[src/pkg/pwg_pkg.sv]
// Contract
// - one clock generator and four channels, each driving its own output pin
// - generator offers thirteen clocks; each channel picks any one independently
// - prescaler gives eleven clocks, master divided by one through 1024
// - two linear dividers give divided clocks a and b, factor 1 to 255
// - each divider divides the prescaler output chosen by its source field
// - reset clears divider factors and sources, stopping both divided clocks
// - at reset or clock gating all prescaler outputs but undivided stop; gating stops the undivided one too
// - channel counter clocked by the output its clock select names; resets 0
// - each channel has a 16-bit counter stepping up or down
// - center mode counts up to period then down to zero, ending period
// - left mode counts up to period then restarts, ending period
// - center period is twice left period for same clock and period
// - duty value compared with counter sets high and low proportion
// - start level select sets level at period start; default starts low
// - alignment select picks left or center; left after reset
// - output fixed low for duty=period,level0 or duty=0,level1
// - output fixed high for duty=0,level0 or duty=period,level1 when enabled
// - polarity set while disabled acts at once; ignored while enabled
// - period and duty double buffered; no mid-period corruption
// - clock stop and restart keeps state and resumes where it stopped
// - configuration writes accepted while peripheral clock is gated off
// - all software access goes through mapped registers
// - update holding value waits for period end, then loads period or duty; loads at once while the channel is disabled
// - period-end flag raises masked request until event register read clears it
// - channels enabled by one enable write start together
package pwg_pkg;
  localparam int unsigned NUM_CH       = 4;
  localparam int unsigned CNT_W        = 16;
  localparam int unsigned NUM_PRE      = 11;
  localparam int unsigned NUM_CLK_SEL  = 13;
  localparam int unsigned ADDR_W       = 12;
  // global registers
  localparam logic [11:0] OFS_MODE     = 12'h000;
  localparam logic [11:0] OFS_ENA      = 12'h004;
  localparam logic [11:0] OFS_DIS      = 12'h008;
  localparam logic [11:0] OFS_STATUS   = 12'h00c;
  localparam logic [11:0] OFS_IEN      = 12'h010;
  localparam logic [11:0] OFS_IDIS     = 12'h014;
  localparam logic [11:0] OFS_IMASK    = 12'h018;
  localparam logic [11:0] OFS_EVENT    = 12'h01c;
  localparam logic [11:0] OFS_CLK_GATE = 12'h020;
  // channel registers: base + channel * stride
  localparam logic [11:0] OFS_CH_BASE  = 12'h200;
  localparam logic [11:0] CH_STRIDE    = 12'h020;
  localparam logic [4:0]  OFS_CH_MODE  = 5'h00;
  localparam logic [4:0]  OFS_CH_DUTY  = 5'h04;
  localparam logic [4:0]  OFS_CH_PER   = 5'h08;
  localparam logic [4:0]  OFS_CH_CNT   = 5'h0c;
  localparam logic [4:0]  OFS_CH_UPD   = 5'h10;
  // mode register fields
  localparam int unsigned FACT_A_LSB   = 0;
  localparam int unsigned SRC_A_LSB    = 8;
  localparam int unsigned FACT_B_LSB   = 16;
  localparam int unsigned SRC_B_LSB    = 24;
  // channel mode fields
  localparam int unsigned CLK_SEL_LSB  = 0;
  localparam int unsigned ALIGN_BIT    = 8;
  localparam int unsigned LEVEL_BIT    = 9;
  localparam int unsigned TARGET_BIT   = 10;
  localparam logic [3:0]  SEL_DIV_A    = 4'hb;
  localparam logic [3:0]  SEL_DIV_B    = 4'hc;
  localparam logic [31:0] RST_VAL      = 32'h0000_0000;
endpackage : pwg_pkg

[src/pkg/pwg_tick_if.sv]
// clock enables from the generator to the channels
interface pwg_tick_if;
  import pwg_pkg::*;
  logic [NUM_CLK_SEL-1:0] tick;
  modport gen (output tick);
  modport chan (input tick);
endinterface : pwg_tick_if

[src/rtl/pwg_top.sv]
// Added by the designer: the address-and-strobe port and the address map.
module pwg_top (
  // clock and reset
  input  wire logic                        core_clk_in,
  input  wire logic                        srst_in,
  // register port
  input  wire logic [pwg_pkg::ADDR_W-1:0]  reg_addr_in,
  input  wire logic [31:0]                 reg_wdata_in,
  input  wire logic                        reg_write_in,
  input  wire logic                        reg_read_in,
  output logic      [31:0]                 reg_rdata_out,
  // waveforms and request
  output logic      [pwg_pkg::NUM_CH-1:0]  waveform_out,
  output logic                             irq_out
);
  import pwg_pkg::*;

  // -------------------------------------------------------
  // register state
  // -------------------------------------------------------
  logic [7:0]        divider_a_factor;
  logic [3:0]        divider_a_source;
  logic [7:0]        divider_b_factor;
  logic [3:0]        divider_b_source;
  logic              clk_run;
  logic [NUM_CH-1:0] chan_enable;
  logic [NUM_CH-1:0] irq_mask;
  logic [NUM_CH-1:0] channel_event_status;
  logic [NUM_CH-1:0] period_end;
  logic [NUM_CH-1:0] upd_pending;
  logic [3:0]        chan_clock_select    [NUM_CH];
  logic              alignment_select     [NUM_CH];
  logic              start_level_select   [NUM_CH];
  logic              update_target_select [NUM_CH];
  logic [CNT_W-1:0]  period_value         [NUM_CH];
  logic [CNT_W-1:0]  duty_value           [NUM_CH];
  logic [CNT_W-1:0]  update_holding       [NUM_CH];
  logic [CNT_W-1:0]  counter              [NUM_CH];
  logic              count_down           [NUM_CH];
  logic [NUM_CH-1:0] ch_tick;
  logic              wr_mode;
  logic              wr_ena;
  logic              wr_dis;
  logic              wr_ien;
  logic              wr_idis;
  logic              wr_gate;
  logic              rd_event;
  logic [NUM_CH-1:0] ch_hit;
  logic [4:0]        ch_off;

  pwg_tick_if ticks ();

  // clock generator instance
  pwg_clkgen u_clkgen (
    .core_clk_in     (core_clk_in),
    .srst_in         (srst_in),
    .clk_run_in      (clk_run),
    .div_a_factor_in (divider_a_factor),
    .div_a_source_in (divider_a_source),
    .div_b_factor_in (divider_b_factor),
    .div_b_source_in (divider_b_source),
    .ticks           (ticks)
  );

  // -------------------------------------------------------
  // address decode
  // -------------------------------------------------------
  assign wr_mode  = reg_write_in && reg_addr_in == OFS_MODE;
  assign wr_ena   = reg_write_in && reg_addr_in == OFS_ENA;
  assign wr_dis   = reg_write_in && reg_addr_in == OFS_DIS;
  assign wr_ien   = reg_write_in && reg_addr_in == OFS_IEN;
  assign wr_idis  = reg_write_in && reg_addr_in == OFS_IDIS;
  assign wr_gate  = reg_write_in && reg_addr_in == OFS_CLK_GATE;
  assign rd_event = reg_read_in && reg_addr_in == OFS_EVENT;
  assign ch_off   = reg_addr_in[4:0];

  // -------------------------------------------------------
  // global registers
  // -------------------------------------------------------
  // mode register; writes work even when gated
  always_ff @(posedge core_clk_in) begin
    if (srst_in) begin
      divider_a_factor <= 8'h00;
      divider_a_source <= 4'h0;
      divider_b_factor <= 8'h00;
      divider_b_source <= 4'h0;
    end else if (wr_mode) begin
      divider_a_factor <= reg_wdata_in[FACT_A_LSB +: 8];
      divider_a_source <= reg_wdata_in[SRC_A_LSB +: 4];
      divider_b_factor <= reg_wdata_in[FACT_B_LSB +: 8];
      divider_b_source <= reg_wdata_in[SRC_B_LSB +: 4];
    end
  end

  // peripheral clock gate stands in for the power manager
  always_ff @(posedge core_clk_in) begin
    if (srst_in)
      clk_run <= 1'b1;
    else if (wr_gate)
      clk_run <= reg_wdata_in[0];
  end

  // channel enables; one write starts several together
  always_ff @(posedge core_clk_in) begin
    if (srst_in)
      chan_enable <= '0;
    else if (wr_ena)
      chan_enable <= chan_enable | reg_wdata_in[NUM_CH-1:0];
    else if (wr_dis)
      chan_enable <= chan_enable & ~reg_wdata_in[NUM_CH-1:0];
  end

  // interrupt mask
  always_ff @(posedge core_clk_in) begin
    if (srst_in)
      irq_mask <= '0;
    else if (wr_ien)
      irq_mask <= irq_mask | reg_wdata_in[NUM_CH-1:0];
    else if (wr_idis)
      irq_mask <= irq_mask & ~reg_wdata_in[NUM_CH-1:0];
  end

  // period-end flags; read clears, a new event wins
  always_ff @(posedge core_clk_in) begin
    if (srst_in)
      channel_event_status <= '0;
    else
      channel_event_status <= (rd_event ? '0 : channel_event_status)
                              | period_end;
  end

  // request line from register
  always_ff @(posedge core_clk_in) begin
    if (srst_in)
      irq_out <= 1'b0;
    else
      irq_out <= |(irq_mask & ((rd_event ? '0 : channel_event_status)
                               | period_end));
  end

  // -------------------------------------------------------
  // channels
  // -------------------------------------------------------
  genvar c;
  generate
    for (c = 0; c < NUM_CH; c++) begin : g_ch
      localparam logic [11:0] BASE = OFS_CH_BASE + 12'(c) * CH_STRIDE;
      logic        wr_cmode;
      logic        wr_duty;
      logic        wr_per;
      logic        wr_upd;
      logic        at_top;
      logic        at_end;
      logic        level;
      assign ch_hit[c] = reg_addr_in[ADDR_W-1:5] == BASE[ADDR_W-1:5];
      assign wr_cmode  = reg_write_in & ch_hit[c] & ch_off == OFS_CH_MODE;
      assign wr_duty   = reg_write_in & ch_hit[c] & ch_off == OFS_CH_DUTY;
      assign wr_per    = reg_write_in & ch_hit[c] & ch_off == OFS_CH_PER;
      assign wr_upd    = reg_write_in & ch_hit[c] & ch_off == OFS_CH_UPD;
      assign ch_tick[c] = chan_enable[c] &
          (chan_clock_select[c] < 4'(NUM_CLK_SEL)) &
          ticks.tick[chan_clock_select[c]];
      assign at_top = counter[c] >= period_value[c];
      // end of period in each alignment; left wraps after period ticks
      assign at_end = alignment_select[c] ?
          (count_down[c] && counter[c] <= 16'h0001) ||
          (period_value[c] == 16'h0000) :
          (counter[c] + 16'h0001 >= period_value[c]);
      assign period_end[c] = ch_tick[c] & at_end;

      // mode fields; polarity and alignment only while disabled
      always_ff @(posedge core_clk_in) begin
        if (srst_in) begin
          chan_clock_select[c]    <= 4'h0;
          alignment_select[c]     <= 1'b0;
          start_level_select[c]   <= 1'b0;
          update_target_select[c] <= 1'b0;
        end else if (wr_cmode) begin
          update_target_select[c] <= reg_wdata_in[TARGET_BIT];
          if (!chan_enable[c]) begin
            chan_clock_select[c]  <= reg_wdata_in[CLK_SEL_LSB +: 4];
            alignment_select[c]   <= reg_wdata_in[ALIGN_BIT];
            start_level_select[c] <= reg_wdata_in[LEVEL_BIT];
          end
        end
      end

      // period and duty with buffered update
      always_ff @(posedge core_clk_in) begin
        if (srst_in) begin
          period_value[c]   <= 16'h0000;
          duty_value[c]     <= 16'h0000;
          update_holding[c] <= 16'h0000;
          upd_pending[c]    <= 1'b0;
        end else begin
          if (wr_per && !chan_enable[c])
            period_value[c] <= reg_wdata_in[CNT_W-1:0];
          if (wr_duty && !chan_enable[c])
            duty_value[c] <= reg_wdata_in[CNT_W-1:0];
          if (wr_upd) begin
            update_holding[c] <= reg_wdata_in[CNT_W-1:0];
            upd_pending[c]    <= 1'b1;
          end else if (upd_pending[c] && (period_end[c] ||
                                          !chan_enable[c])) begin
            upd_pending[c] <= 1'b0;
            if (update_target_select[c])
              period_value[c] <= update_holding[c];
            else
              duty_value[c] <= update_holding[c];
          end
        end
      end

      // 16-bit counter; cleared while disabled, held while gated
      always_ff @(posedge core_clk_in) begin
        if (srst_in || !chan_enable[c]) begin
          counter[c]    <= 16'h0000;
          count_down[c] <= 1'b0;
        end else if (ch_tick[c]) begin
          if (alignment_select[c]) begin
            if (at_end) begin
              counter[c]    <= 16'h0000;
              count_down[c] <= 1'b0;
            end else if (!count_down[c] && at_top) begin
              counter[c]    <= counter[c] - 16'h0001;
              count_down[c] <= 1'b1;
            end else if (count_down[c])
              counter[c] <= counter[c] - 16'h0001;
            else
              counter[c] <= counter[c] + 16'h0001;
          end else
            counter[c] <= at_end ? 16'h0000 : counter[c] + 16'h0001;
        end
      end

      // start level for duty ticks; down ramp mirrors the up ramp
      assign level = (count_down[c] ? counter[c] <= duty_value[c]
                                    : counter[c] < duty_value[c]) ?
                     start_level_select[c] : ~start_level_select[c];

      always_ff @(posedge core_clk_in) begin
        if (srst_in)
          waveform_out[c] <= 1'b0;
        else if (!chan_enable[c])
          waveform_out[c] <= start_level_select[c];
        else if (duty_value[c] == period_value[c])
          waveform_out[c] <= start_level_select[c];
        else if (duty_value[c] == 16'h0000)
          waveform_out[c] <= ~start_level_select[c];
        else
          waveform_out[c] <= level;
      end
    end
  endgenerate

  // -------------------------------------------------------
  // read data
  // -------------------------------------------------------
  always_ff @(posedge core_clk_in) begin
    if (srst_in)
      reg_rdata_out <= RST_VAL;
    else if (!reg_read_in)
      reg_rdata_out <= RST_VAL;
    else begin
      reg_rdata_out <= RST_VAL;
      unique case (reg_addr_in)
        OFS_MODE:
          reg_rdata_out <= {4'h0, divider_b_source, divider_b_factor,
                            4'h0, divider_a_source, divider_a_factor};
        OFS_STATUS:   reg_rdata_out <= {28'h0, chan_enable};
        OFS_IMASK:    reg_rdata_out <= {28'h0, irq_mask};
        OFS_EVENT:    reg_rdata_out <= {28'h0, channel_event_status};
        OFS_CLK_GATE: reg_rdata_out <= {31'h0, clk_run};
        default: begin
          for (int i = 0; i < NUM_CH; i++) begin
            if (ch_hit[i]) begin
              if (ch_off == OFS_CH_MODE)
                reg_rdata_out <= {21'h0, update_target_select[i],
                                  start_level_select[i],
                                  alignment_select[i], 4'h0,
                                  chan_clock_select[i]};
              else if (ch_off == OFS_CH_DUTY)
                reg_rdata_out <= {16'h0, duty_value[i]};
              else if (ch_off == OFS_CH_PER)
                reg_rdata_out <= {16'h0, period_value[i]};
              else if (ch_off == OFS_CH_CNT)
                reg_rdata_out <= {16'h0, counter[i]};
            end
          end
        end
      endcase
    end
  end
endmodule : pwg_top

[src/rtl/pwg_clkgen.sv]
module pwg_clkgen (
  // clock and reset
  input  wire logic       core_clk_in,
  input  wire logic       srst_in,
  // gating and settings
  input  wire logic       clk_run_in,
  input  wire logic [7:0] div_a_factor_in,
  input  wire logic [3:0] div_a_source_in,
  input  wire logic [7:0] div_b_factor_in,
  input  wire logic [3:0] div_b_source_in,
  // tick outputs
  pwg_tick_if.gen         ticks
);
  import pwg_pkg::*;
  logic [NUM_PRE-2:0] pre_cnt;
  logic [NUM_PRE-1:0] pre_tick;
  logic [7:0]         div_a_cnt;
  logic [7:0]         div_b_cnt;
  logic               src_a;
  logic               src_b;

  // -------------------------------------------------------
  // prescaler
  // -------------------------------------------------------
  // counter held at reset and while gated: divided ticks stop
  always_ff @(posedge core_clk_in) begin
    if (srst_in)
      pre_cnt <= '0;
    else if (clk_run_in)
      pre_cnt <= pre_cnt + 1'b1;
  end

  // tick for divide-by-2^k when low k bits all ones
  assign pre_tick[0] = clk_run_in;
  genvar k;
  generate
    for (k = 1; k < NUM_PRE; k++) begin : g_pre
      assign pre_tick[k] = clk_run_in & (&pre_cnt[k-1:0]);
    end
  endgenerate

  assign src_a = (div_a_source_in < 4'(NUM_PRE)) ?
                 pre_tick[div_a_source_in] : 1'b0;
  assign src_b = (div_b_source_in < 4'(NUM_PRE)) ?
                 pre_tick[div_b_source_in] : 1'b0;

  // -------------------------------------------------------
  // linear dividers
  // -------------------------------------------------------
  // factor zero keeps divider stopped
  always_ff @(posedge core_clk_in) begin
    if (srst_in || div_a_factor_in == 8'h00)
      div_a_cnt <= 8'h00;
    else if (src_a)
      div_a_cnt <= (div_a_cnt + 8'h01 >= div_a_factor_in) ?
                   8'h00 : div_a_cnt + 8'h01;
  end

  always_ff @(posedge core_clk_in) begin
    if (srst_in || div_b_factor_in == 8'h00)
      div_b_cnt <= 8'h00;
    else if (src_b)
      div_b_cnt <= (div_b_cnt + 8'h01 >= div_b_factor_in) ?
                   8'h00 : div_b_cnt + 8'h01;
  end

  // thirteen selectable ticks
  assign ticks.tick = {
    src_b & (div_b_factor_in != 8'h00) &
      (div_b_cnt + 8'h01 >= div_b_factor_in),
    src_a & (div_a_factor_in != 8'h00) &
      (div_a_cnt + 8'h01 >= div_a_factor_in),
    pre_tick};
endmodule : pwg_clkgen

[config.mk]
export PLATFORM = sky130hd
export DESIGN_NAME = pwg_top
export DESIGN_NICKNAME = d
export VERILOG_FILES = /design/src/pkg/pwg_pkg.sv /design/src/pkg/pwg_tick_if.sv /design/src/rtl/pwg_top.sv /design/src/rtl/pwg_clkgen.sv
export SDC_FILE = /design/constraint.sdc
export NUM_CORES = 1
export LEC_CHECK = 0
export BUFFER_PORTS_ARGS = -buffer_cell sky130_fd_sc_hd__buf_4
export CORE_MARGIN = 5
export CORE_UTILIZATION = 45
export DETAILED_ROUTE_END_ITERATION = 6
export PLACE_DENSITY = 0.6
export SLEW_MARGIN = 40
export SYNTH_ARGS = -nofsm -noshare
export SYNTH_HDL_FRONTEND = slang
export SYNTH_SLANG_ARGS = --single-unit
[constraint.sdc]
create_clock -name core_clk_in -period 4.95 [get_ports core_clk_in]
set_input_delay 0.7425 -clock core_clk_in [delete_from_list [all_inputs] [get_ports core_clk_in]]
set_output_delay 0.7425 -clock core_clk_in [all_outputs]
set_load 0.1 [all_outputs]
# Yosys cells after proc, flatten, opt, wreduce, memory -nomap -nowiden
# Memory sizes are Yosys's and may differ from the RTL's.
# Cells that the tools add are included.
[word_totals]
regBits = 104
ramBits = 288
input_bits = 48
n_memories = 9
[memory_table]
columns = ["name", "words", "word_bits", "rd", "rd_clocked_by_memory_dff", "write_ports", "line", "text"]
rows = [
  ["counter", 4, 16, 4, 0, 4, "pwg_top.sv:38", "logic [CNT_W-1:0] counter [NUM_CH];"],
  ["duty_value", 4, 16, 4, 0, 4, "pwg_top.sv:36", "logic [CNT_W-1:0] duty_value [NUM_CH];"],
  ["period_value", 4, 16, 4, 0, 4, "pwg_top.sv:35", "logic [CNT_W-1:0] period_value [NUM_CH];"],
  ["update_holding", 4, 16, 4, 0, 4, "pwg_top.sv:37", "logic [CNT_W-1:0] update_holding [NUM_CH];"],
  ["chan_clock_select", 4, 4, 4, 0, 4, "pwg_top.sv:31", "logic [3:0] chan_clock_select [NUM_CH];"],
  ["alignment_select", 4, 1, 4, 0, 4, "pwg_top.sv:32", "logic alignment_select [NUM_CH];"],
  ["+3 memories", "n/a", "n/a", "n/a", "n/a", "n/a", "n/a", ""],
]
[classes]
n_addsub = 11
n_lt_le_gt_ge = 34
n_eq_ne = 20
n_mux = 372
bitwise_logic = 122
n_reduce_logical = 80
[ops]
columns = ["operator", "n"]
rows = [
  ["$mux W16", 49],
  ["$mux W32", 15],
  ["$mux W1", 290],
  ["$pmux W32 S5", 1],
  ["$ge A16 B16 Y1", 8],
  ["$logic_not A16 Y1", 8],
  ["$add A16 B1 Y16 const B", 4],
  ["$eq A16 B16 Y1", 4],
  ["$le A16 B1 Y1 const B", 4],
  ["$le A16 B16 Y1", 4],
  ["$lt A16 B16 Y1", 4],
  ["$or A1 B1 Y1", 64],
  ["$sub A16 B1 Y16 const B", 4],
  ["$eq A12 B5 Y1 const B", 4],
  ["$and A1 B1 Y1", 46],
  ["$mux W4", 9],
  ["$lt A4 B5 Y1 const B", 6],
  ["$eq A7 B5 Y1 const B", 4],
  ["$logic_and A1 B1 Y1", 27],
  ["$bmux W1 S4", 6],
  ["$eq A12 B4 Y1 const B", 2],
  ["$lt A4 B4 Y1 const B", 6],
  ["$add A8 B1 Y8 const B", 2],
  ["$ge A8 B8 Y1", 2],
  ["29 further kinds", 66],
]

# Longest topological paths before layout
# Gate-level depths: netlist of run 1.
[logic_depth]
ltp_word = 22
mapped_depth = 19
depth_no_buf = 18

# By module
# From an unflattened synthesis of run 1, not the netlist that was laid out.
[unflattened]
hier_cells = 3023
area_unflattened_um2 = 27985.6
[modules_own_cells]
columns = ["module", "n_inst", "cells_per_inst", "area_per_inst_um2", "seq_area_each_um2"]
rows = [
  ["pwg_top", 1, 2762, 25947.4, 10129.7],
  ["pwg_clkgen", 1, 261, 2038.2, 520.5],
]

# Worst setup path after synthesis of run 1
# Ideal clock, no wire load.
[synth_timing]
path_kind = "reg2reg"
start = "mem counter[0][0]"
end = "mem duty_value[0][0] (enable)"
setup_ns = 0.319
arrival_time_ns = 4.248
required_time_ns = 4.631
setup_slack_ns = 0.382
path_stages_with_launch = 18
synth_period_minus_slack_ns = 4.568
path_cell_list = "edfxtp_1 > ha_1 > and3_1 > and3_1 > and3_1 > and3_1 > and3_1 > nand3_1 > xnor2_1 > ha_1 > a21o_1 > a211o_1 > a2111oi_0 > a21oi_2 > a21boi_2 > nor3_2 > buf_2 > a211o_1"
[synth_rtl]
columns = ["element", "line"]
rows = [
  ["from (decl)", "pwg_top.sv:38"],
  ["to (decl)", "pwg_top.sv:36"],
]

==> impl_results.md, run 1 <==
* Result of the run: completed
* Portion of synthesized cell area occupied by the leading cell type at 31.1%
* Share of layout cells above drive strength 1 at 9.93%
* Minimum setup slack in the final design at 0.348 ns
* Part of the power in the clock network at 45.4%
* Capture endpoint of the worst hold path: divider_b_factor[3]$_SDFFE_PP0P_
* Post-layout net count at 3336
* Ranking of synthesized cells by area: edfxtp_1 31%, ha_1 10%, dfxtp_1 7.2%
* Number of CTS-inserted buffers at 48
* Initial cell density of the core at 45.2%
* Insertion delay of the later-clocked pin in the worst-skew pair at 0.62 ns
* Die Area at 0.0669 mm^2
* Worst min-delay path startpoint: reg_wdata_in[19]
* Pwr/cell area at 246 mW/mm^2
* Pin count of the biggest net entering global routing at 52
* WS Path Type: reg -> reg
* GRT Overall Usage at 26.5%
* DRC at 0
* Crit path capture type: register
* Mean area per synthesized cell at 9.19 um^2
* Leakage power figure at 13.1 nW
* Boundary Pins at 85
* Data required time at the worst endpoint at 5.25 ns
* Rel. slew slack at 42.5%
* DR vias at 24.1k
* Int Power at 5.68 mW
* Time the final worst path needs with I/O delays and setup at 4.60 ns
* R2R Path Start: counter[0][1]$_DFFE_PP_
* Die Span X at 259 um
* Count of state elements after synthesis at 388
* Switching power total at 1.92 mW
* Ranking of synthesized cells by instance count: 319 x nand2_1, 288 x edfxtp_1, 226 x ha_1
* Power after layout at 7.60 mW
* Warning count from the yosys run at 0
* Post-synthesis cell area at 0.0278 mm^2
* Most used standard cell by instance count after synthesis: nand2_1
* Seq pwr share at 48.0%
* Placeable core region at 0.0615 mm^2
* Vias in the first global route at 23.4k
* Hold buffer count at CTS at 0
* Area added between synthesis and finish at 11.1%
* Number of cells on the worst hold path at 3
* Worst-case clock buffer depth at 3
* Maximum achievable frequency at 217 MHz
* Utilization of the core after routing at 50.2%
* Worst Hold Class: in -> reg
* Type of origin of the critical path: register
* Number of enable-type register cells in the synthesized netlist at 288
* Cell taking the most area after synthesis: edfxtp_1
* Number of antenna violations at the first check in global routing at 2
* Number of library cell types mapped by synthesis at 92
* CP max FO at 16
* Number of sinks on the clock net at 388
* Unrepaired setup endpoints after global routing: false
* Share of the yosys chip area belonging to registers at 38.3%
* Sw frac at 25.3%
* Post-DR vias/cell at 6.18
* Slew @ Worst Pin at 0.860 ns
* Syn Inst Count at 3026
* Total count of max-transition violations in the final report at 0
* Total global routing overflow at 0
* Period utilization at 93.0%
* Root Buffer Master: clkbuf_16
* Routed len/inst at 23.5 um
* Main flop type after synthesis: edfxtp_1
* Worst Path Arrival at 4.90 ns
* Maximum vdd ir drop at 244 uV
* Clock tree from TritonCTS: done
* Logic pwr share at 6.6%
* Number of H-tree levels at 2
* Routability congestion estimate from global placement at 0.944
* Worst flop-to-flop path endpoint: period_value[0][6]$_DFFE_PP_
* Fraction of registers with async set/reset at 0%
* Row count at 91
* Placed wire-length estimate after detailed placement at 68.3 mm
* Internal reg-to-reg setup slack at 0.35 ns
* Fillers at 5695
* Port-buffer cells at 76
* Number of failing setup endpoints in the final timing report at 0
* Count of max-cap constraint violations at 0
* Max Clock Skew at 0.0416 ns
* DRT iter0 DRCs at 2289
* Die boundary height at 259 um
* Clock-pin slew of the registers on the worst-case setup and hold paths at 0.06 ns
* Drt total wl at 91.6 mm
* First-pass iteration count of the detailed router at 6
* Final hold vios at 0
* Wire length of the first global-routing pass at 140 mm
* Worst setup slack after placement at -0.00285 ns
* Antenna Violating Nets Remaining at 0
* Reg2Reg Depth at 16
[timing repair]
action                     CTS  global route
gates resized for setup      1             3
pin swaps                    0             0
setup buffers                0             0
setup endpoints to repair   16            64
[worst max-delay path: stages (launching register included)]
cell and delay, ns:
edfxtp_1 0.35, ha_1 0.23, and3_1 0.22, and3_1 0.24, and3_1 0.25, and3_1 0.20, and3_1 0.20, nand3_1 0.10
xnor2_1 0.23, ha_1 0.28, a21o_1 0.17, a211o_1 0.31, a2111oi_2 0.42, a21oi_2 0.17, a21boi_2 0.32, nor3_2 0.09
a211o_2 0.50
[kinds of logic after synthesis]
| group | share of synthesized area, % |
|---|---|
| compound gates | 16.0 |
| xor+xnor | 5.67 |
| fa+ha+maj | 10.2 |
| buf+inv | 5.58 |
| flops | 38.3 |
| mux | 4.86 |
| other cells | 0.0135 |
| simple gates | 19.4 |
[power by group through the flow]
stage / registers, mW / clock network, mW / logic [mW]
4_1_cts: 3.65 / 3.50 / 0.497
6_report: 3.65 / 3.45 / 0.505
5_1_grt: 3.65 / 3.65 / 0.544
3_3_place_gp: 3.71 / 0 / 0.485
3_5_place_dp: 3.71 / 0 / 0.494
2_1_floorplan: 3.68 / 0 / 0.306
[cell type report]
class	instances	area (um^2)	share of cell area, %
Timing Repair Buffer	162	1220	3.94
Clock inverter	26	218	0.705
Sequential cell	388	10700	34.5
Clock buffer	63	1310	4.24
Tap cell	790	988	3.20
Multi-Input combinational cell	2248	15700	50.8
Antenna cell	1	2.50	0.00810
Inverter	214	803	2.60
[layout by cell type (no fill, tap or decap), types with 76 or more instances in the layout]
cell type  netlist  routed
a21oi_1        125     125
and2_1          94      94
buf_4           11     162
dfxtp_1        100     100
edfxtp_1       288     288
ha_1           226     226
inv_1          213     213
mux2i_1         99      99
nand2_1        319     318
nand3_1         86      86
nor2_1         203     200
nor4_1          76      76
o21ai_0        140     140
xor2_1         122     122
[routing by layer]
layer / GRT usage (%) / wire [um] / vias to the layer above
li1: - / - / 11087
met1: 35.4 / 38100 / 11820
met2: 44.1 / 43100 / 948
met3: 3.81 / 6940 / 193
met4: 9.33 / 3470 / 2
met5: 0 / 13 / -
[per-stage QoR]
| step | setup TNS, ns | cells | instance area, um^2 | hold slack, ns |
|---|---|---|---|---|
| floorplan | 0 | 3029 | 27800 | 0.436 |
| global placement | 0 | 3802 | 29300 | 0.446 |
| detailed placement | -0.0337 | 3802 | 29300 | 0.452 |
| CTS | 0 | 3891 | 30900 | 0.346 |
| global route | 0 | 3891 | 30900 | 0.366 |
| finish | 0 | 3892 | 30900 | 0.373 |
[flip-flops by register name, summed over array words and instances, names as in the netlist, 4 cells and up, named ones only]
signal                flops
upd_pending               4
channel_event_status      4
waveform_out              4
divider_b_source          4
reg_rdata_out            28
u_clkgen.div_b_cnt        8
update_holding           64
period_value             64
count_down                4
update_target_select      4
start_level_select        4
chan_clock_select        16
alignment_select          4
counter                  64
divider_a_factor          8
u_clkgen.pre_cnt         10
divider_b_factor          8
u_clkgen.div_a_cnt        8
divider_a_source          4
duty_value               64
[worst max path at each step]
stage                             from  depth (start not counted)                      endpoint  slack (ns)
2_1_floorplan  counter[0][0]$_DFFE_PP_                         17    duty_value[0][0]$_DFFE_PP_        0.38
3_3_place_gp   counter[0][0]$_DFFE_PP_                         16  period_value[0][7]$_DFFE_PP_        0.04
3_5_place_dp   counter[0][0]$_DFFE_PP_                         16  period_value[0][7]$_DFFE_PP_      -0.003
4_1_cts        counter[0][0]$_DFFE_PP_                         16  period_value[0][6]$_DFFE_PP_        0.09
5_1_grt        counter[0][0]$_DFFE_PP_                         19       counter[0][6]$_DFFE_PP_        0.02
6_report       counter[0][1]$_DFFE_PP_                         16  period_value[0][6]$_DFFE_PP_        0.35
(Power assumes the default switching activity.)
==> inputs of run 2 (changes only) <==
--- a/config.mk
+++ b/config.mk
@@ -7,10 +7,11 @@
 export LEC_CHECK = 0
 export BUFFER_PORTS_ARGS = -buffer_cell sky130_fd_sc_hd__buf_4
 export CORE_MARGIN = 5
-export CORE_UTILIZATION = 45
+export CORE_UTILIZATION = 40
 export DETAILED_ROUTE_END_ITERATION = 6
-export PLACE_DENSITY = 0.6
+export PLACE_DENSITY = 0.54
 export SLEW_MARGIN = 40
 export SYNTH_ARGS = -nofsm -noshare
 export SYNTH_HDL_FRONTEND = slang
+export SYNTH_HIERARCHICAL = 1
 export SYNTH_SLANG_ARGS = --single-unit
==> impl_results.md, run 2 <==
* Pin count of the biggest net entering global routing at 55 (+5.8%)
* Root Buffer Master: clkbuf_16
* GRT Overall Usage at 25.3% (-1.2 points)
* Number of failing setup endpoints in the final timing report at 0 (unchanged)
* Pwr/cell area at 247 mW/mm^2 (+0.36%)
* Ranking of synthesized cells by area: edfxtp_1 31%, ha_1 10%, dfxtp_1 7.2%
* Post-cts gate resize count at 0 (-1)
* Number of CTS-inserted buffers at 47 (-2.1%)
* Share of synthesized cell area in and, or, nand and nor gates at 19.5% (+0.083 points)
* Drt total wl at 97.9 mm (+6.8%)
* Mean area per synthesized cell at 9.26 um^2 (+0.76%)
* DRT iter0 DRCs at 2448 (+6.9%)
* Rel. slew slack at 41.7% (-0.84 points)
* Post-synthesis cell area at 0.0280 mm^2 (+0.66%)
* Count of state elements after synthesis at 388 (unchanged)
* Final sum of negative setup slack at 0 ns (unchanged)
* Die Span X at 275 um (+6.2%)
* Crit path capture type: register
* Worst stage delay on the critical path at 0.64 ns (+0.14 ns)
* Leakage power figure at 12.8 nW (-2.7%)
* CP Cell Sequence: ha_1 > and3_1 > and3_1 > and3_1 > nand3_1 > xnor2_1 > ha_1 > and4_1 > a221oi_1 > o211ai_1 > a311oi_2 > o31ai_4 > and3_1 > or3b_1 > buf_4
* Fillers at 6745 (+18%)
* Wire length on met2 at 44.1 mm (+2.4%)
* Worst Path Arrival at 5.03 ns (+0.13 ns)
* Die Area at 0.0754 mm^2 (+13%)
* Fraction of the mapped netlist area in compound gates at 16.4% (+0.46 points)
* Parity-gate share of the synthesized area counting xor and xnor cells at 5.23% (-0.44 points)
* Switching power total at 1.96 mW (+2.2%)
* Count of buffers added by post-CTS timing repair for setup at 0 (unchanged)
* Clock-pin slew of the registers on the worst-case setup and hold paths at 0.06 ns (about the same)
* Wire length of the first global-routing pass at 147 mm (+5.3%)
* Type of origin of the critical path: register
* Boundary Pins at 85 (unchanged)
* Ranking of synthesized cells by instance count: 315 x nand2_1, 288 x edfxtp_1, 226 x ha_1
* Part of the power in the clock network at 45.6% (+0.2 points)
* Time the final worst path needs with I/O delays and setup at 4.69 ns (+0.0827 ns)
* DRC at 0 (unchanged)
* Length of routed met3 wiring at 7.72 mm (+11%)
* First-pass iteration count of the detailed router at 6 (unchanged)
* Total count of max-transition violations in the final report at 0 (unchanged)
* Worst-case clock buffer depth at 3 (unchanged)
* Placed wire-length estimate after detailed placement at 72.5 mm (+6.2%)
* Area added between synthesis and finish at 12.2%
* Total global routing overflow at 0 (unchanged)
* Final hold vios at 0 (unchanged)
* Vias in the first global route at 23.6k (+0.91%)
* Internal reg-to-reg setup slack at 0.26 ns (-0.08 ns)
* Number of H-tree levels at 2 (unchanged)
* Share of layout cells above drive strength 1 at 10.7% (+0.77 points)
* Cell taking the most area after synthesis: edfxtp_1
* Share of the yosys chip area belonging to registers at 38.1% (-0.25 points)
* Sw frac at 25.3% (about the same)
* Critical Path Sink: period_value[2][0]$_SDFFCE_PN0P_
* Clock tree from TritonCTS: done
* Maximum vdd ir drop at 282 uV (+16%)
* Int Power at 5.80 mW (+2.0%)
* Die boundary height at 275 um (+6.2%)
* Seq pwr share at 47.1% (-0.9 points)
* Count of max-cap constraint violations at 0 (unchanged)
* Most used standard cell by instance count after synthesis: nand2_1
* Number of sinks on the clock net at 388 (unchanged)
* Number of library cell types mapped by synthesis at 93 (+1.1%)
* Placeable core region at 0.0697 mm^2 (+13%)
* Routed len/inst at 24.1 um (+2.5%)
* Worst Hold Class: in -> reg
* Worst-path cell with the longest stage delay: a311oi_2
* Post-DR vias/cell at 5.94 (-3.9%)
* Most common library cell in the layout ignoring fill and taps: nand2_1
* Insertion delay of the later-clocked pin in the worst-skew pair at 0.61 ns (about the same)
* Routability congestion estimate from global placement at 0.992 (+5.0%)
* Row count at 97 (+6.6%)
* Worst flop-to-flop path endpoint: period_value[2][0]$_SDFFCE_PN0P_
* Max Clock Skew at 0.0203 ns (-0.0213 ns)
* Adder-Cell Fraction of Synth Area at 10.1% (-0.066 points)
* Fraction of registers with async set/reset at 0% (unchanged)
* Warning count from the yosys run at 6 (+6)
* Number of antenna violations at the first check in global routing at 4 (+2)
* Slew @ Worst Pin at 0.872 ns (+0.0112 ns)
* Result of the run: completed
* Post-layout net count at 3348 (+0.36%)
* Port-buffer cells at 76 (unchanged)
* Portion of synthesized cell area occupied by the leading cell type at 30.9% (-0.20 points)
* Final Hold Slack at 0.391 ns (+0.0185 ns)
* Main flop type after synthesis: edfxtp_1
* Number of enable-type register cells in the synthesized netlist at 288 (unchanged)
* Logic pwr share at 7.3% (+0.7 points)
* Reg2Reg Depth at 15 (-1)
* CP max FO at 16 (unchanged)
* Origin of the worst setup path: counter[2][1]$_SDFFCE_PN0P_
* Share of synthesized area spent on multiplexers at 5.30% (+0.44 points)
* Maximum achievable frequency at 213 MHz (-1.8%)
* Hold buffer count at CTS at 0 (unchanged)
* Initial cell density of the core at 40.2% (-5.0 points)
* Worst path most repeated cell: and3_1
* Antenna Violating Nets Remaining at 0 (unchanged)
* Dominant combinational cell family by area after synthesis: simple AND/OR/NAND/NOR gates
* R2R Path Start: counter[2][1]$_SDFFCE_PN0P_
* Syn Inst Count at 3023 (-0.099%)
* Data required time at the worst endpoint at 5.29 ns (+0.04 ns)
* Unrepaired setup endpoints after global routing: false
* Period utilization at 94.7% (+1.7 points)
* DR vias at 24.1k (+0.15%)
* Wl on met1 at 42.7 mm (+12%)
* WS Path Type: reg -> reg
* Highest-count cells in the layout ignoring fill and taps: 315 x nand2_1, 288 x edfxtp_1, 225 x ha_1, 205 x inv_1, 174 x nor2_1
* Max Used Layer: met4
## run 2: per-stage QoR
| stage | cell area (um^2) | utilization [%] | cells | worst slack [ns] | power (mW) |
|---|---|---|---|---|---|
| final | 31400 | 45.1 | 4057 | 0.265 | 7.76 |
| after global routing | 31400 | 45.1 | 4052 | 0.00920 | 8.01 |
| after CTS | 31400 | 45.0 | 4052 | 0.0416 | 7.81 |
| after detailed placement | 29800 | 42.8 | 3965 | 0.112 | 4.27 |
| after global placement | 29800 | 42.8 | 3965 | 0.239 | 4.26 |
| after floorplan | 28000 | - | 3026 | 0.287 | 4.01 |
## run 2: per-layer routing
metal  up-vias  global-route usage, %
met1     11748                   34.5
met3       188                   5.44
li1      11184                      -
met5         -                      0
met4         0                   8.11
met2       965                   40.3
## run 2: power by group through the flow
stage	Clock (mW)	Sequential (mW)	Combinational (mW)
final	3.54	3.65	0.566
after global routing	3.74	3.66	0.605
after CTS	3.60	3.65	0.559
after detailed placement	0	3.72	0.555
after global placement	0	3.72	0.544
after floorplan	0	3.69	0.324
## run 2: cells by family after synthesis
kind of cell,after synthesis
mux,116
flops,388
other cells,1
compound gates,677
simple gates,1069
fa+ha+maj,226
buf+inv,379
xor+xnor,167
## run 2: worst min path at each step
stage / startpoint / depth (start not counted) / end / slack (ns)
2_1_floorplan: divider_b_factor[1]$_SDFFE_PP0P_ / 2 / divider_b_factor[1]$_SDFFE_PP0P_ / 0.44
3_3_place_gp: divider_b_factor[1]$_SDFFE_PP0P_ / 2 / divider_b_factor[1]$_SDFFE_PP0P_ / 0.46
3_5_place_dp: divider_b_factor[2]$_SDFFE_PP0P_ / 2 / divider_b_factor[2]$_SDFFE_PP0P_ / 0.46
4_1_cts: reg_wdata_in[27] / 3 / divider_b_source[3]$_SDFFE_PP0P_ / 0.36
5_1_grt: reg_wdata_in[17] / 3 / divider_b_factor[1]$_SDFFE_PP0P_ / 0.37
6_report: reg_wdata_in[16] / 3 / divider_b_factor[0]$_SDFFE_PP0P_ / 0.39
## run 2: critical path, delay by kind of cell (launching register included)
family | cells | cell delay (ns)
simple gates | 7 | 1.81
compound gates | 4 | 1.26
fa+ha+maj | 2 | 0.52
flops | 1 | 0.35
xor+xnor | 1 | 0.25
buf+inv | 1 | 0.22
## run 2: area by class of cell
type | instances | area, um^2 | area share (%)
Antenna cell | 5 | 12.5 | 0.0398
Inverter | 207 | 777 | 2.47
Multi-Input combinational cell | 2259 | 15900 | 50.8
Clock buffer | 57 | 1210 | 3.86
Sequential cell | 388 | 10700 | 33.9
Tap cell | 940 | 1180 | 3.74
Timing Repair Buffer | 171 | 1300 | 4.13
Clock inverter | 30 | 338 | 1.08
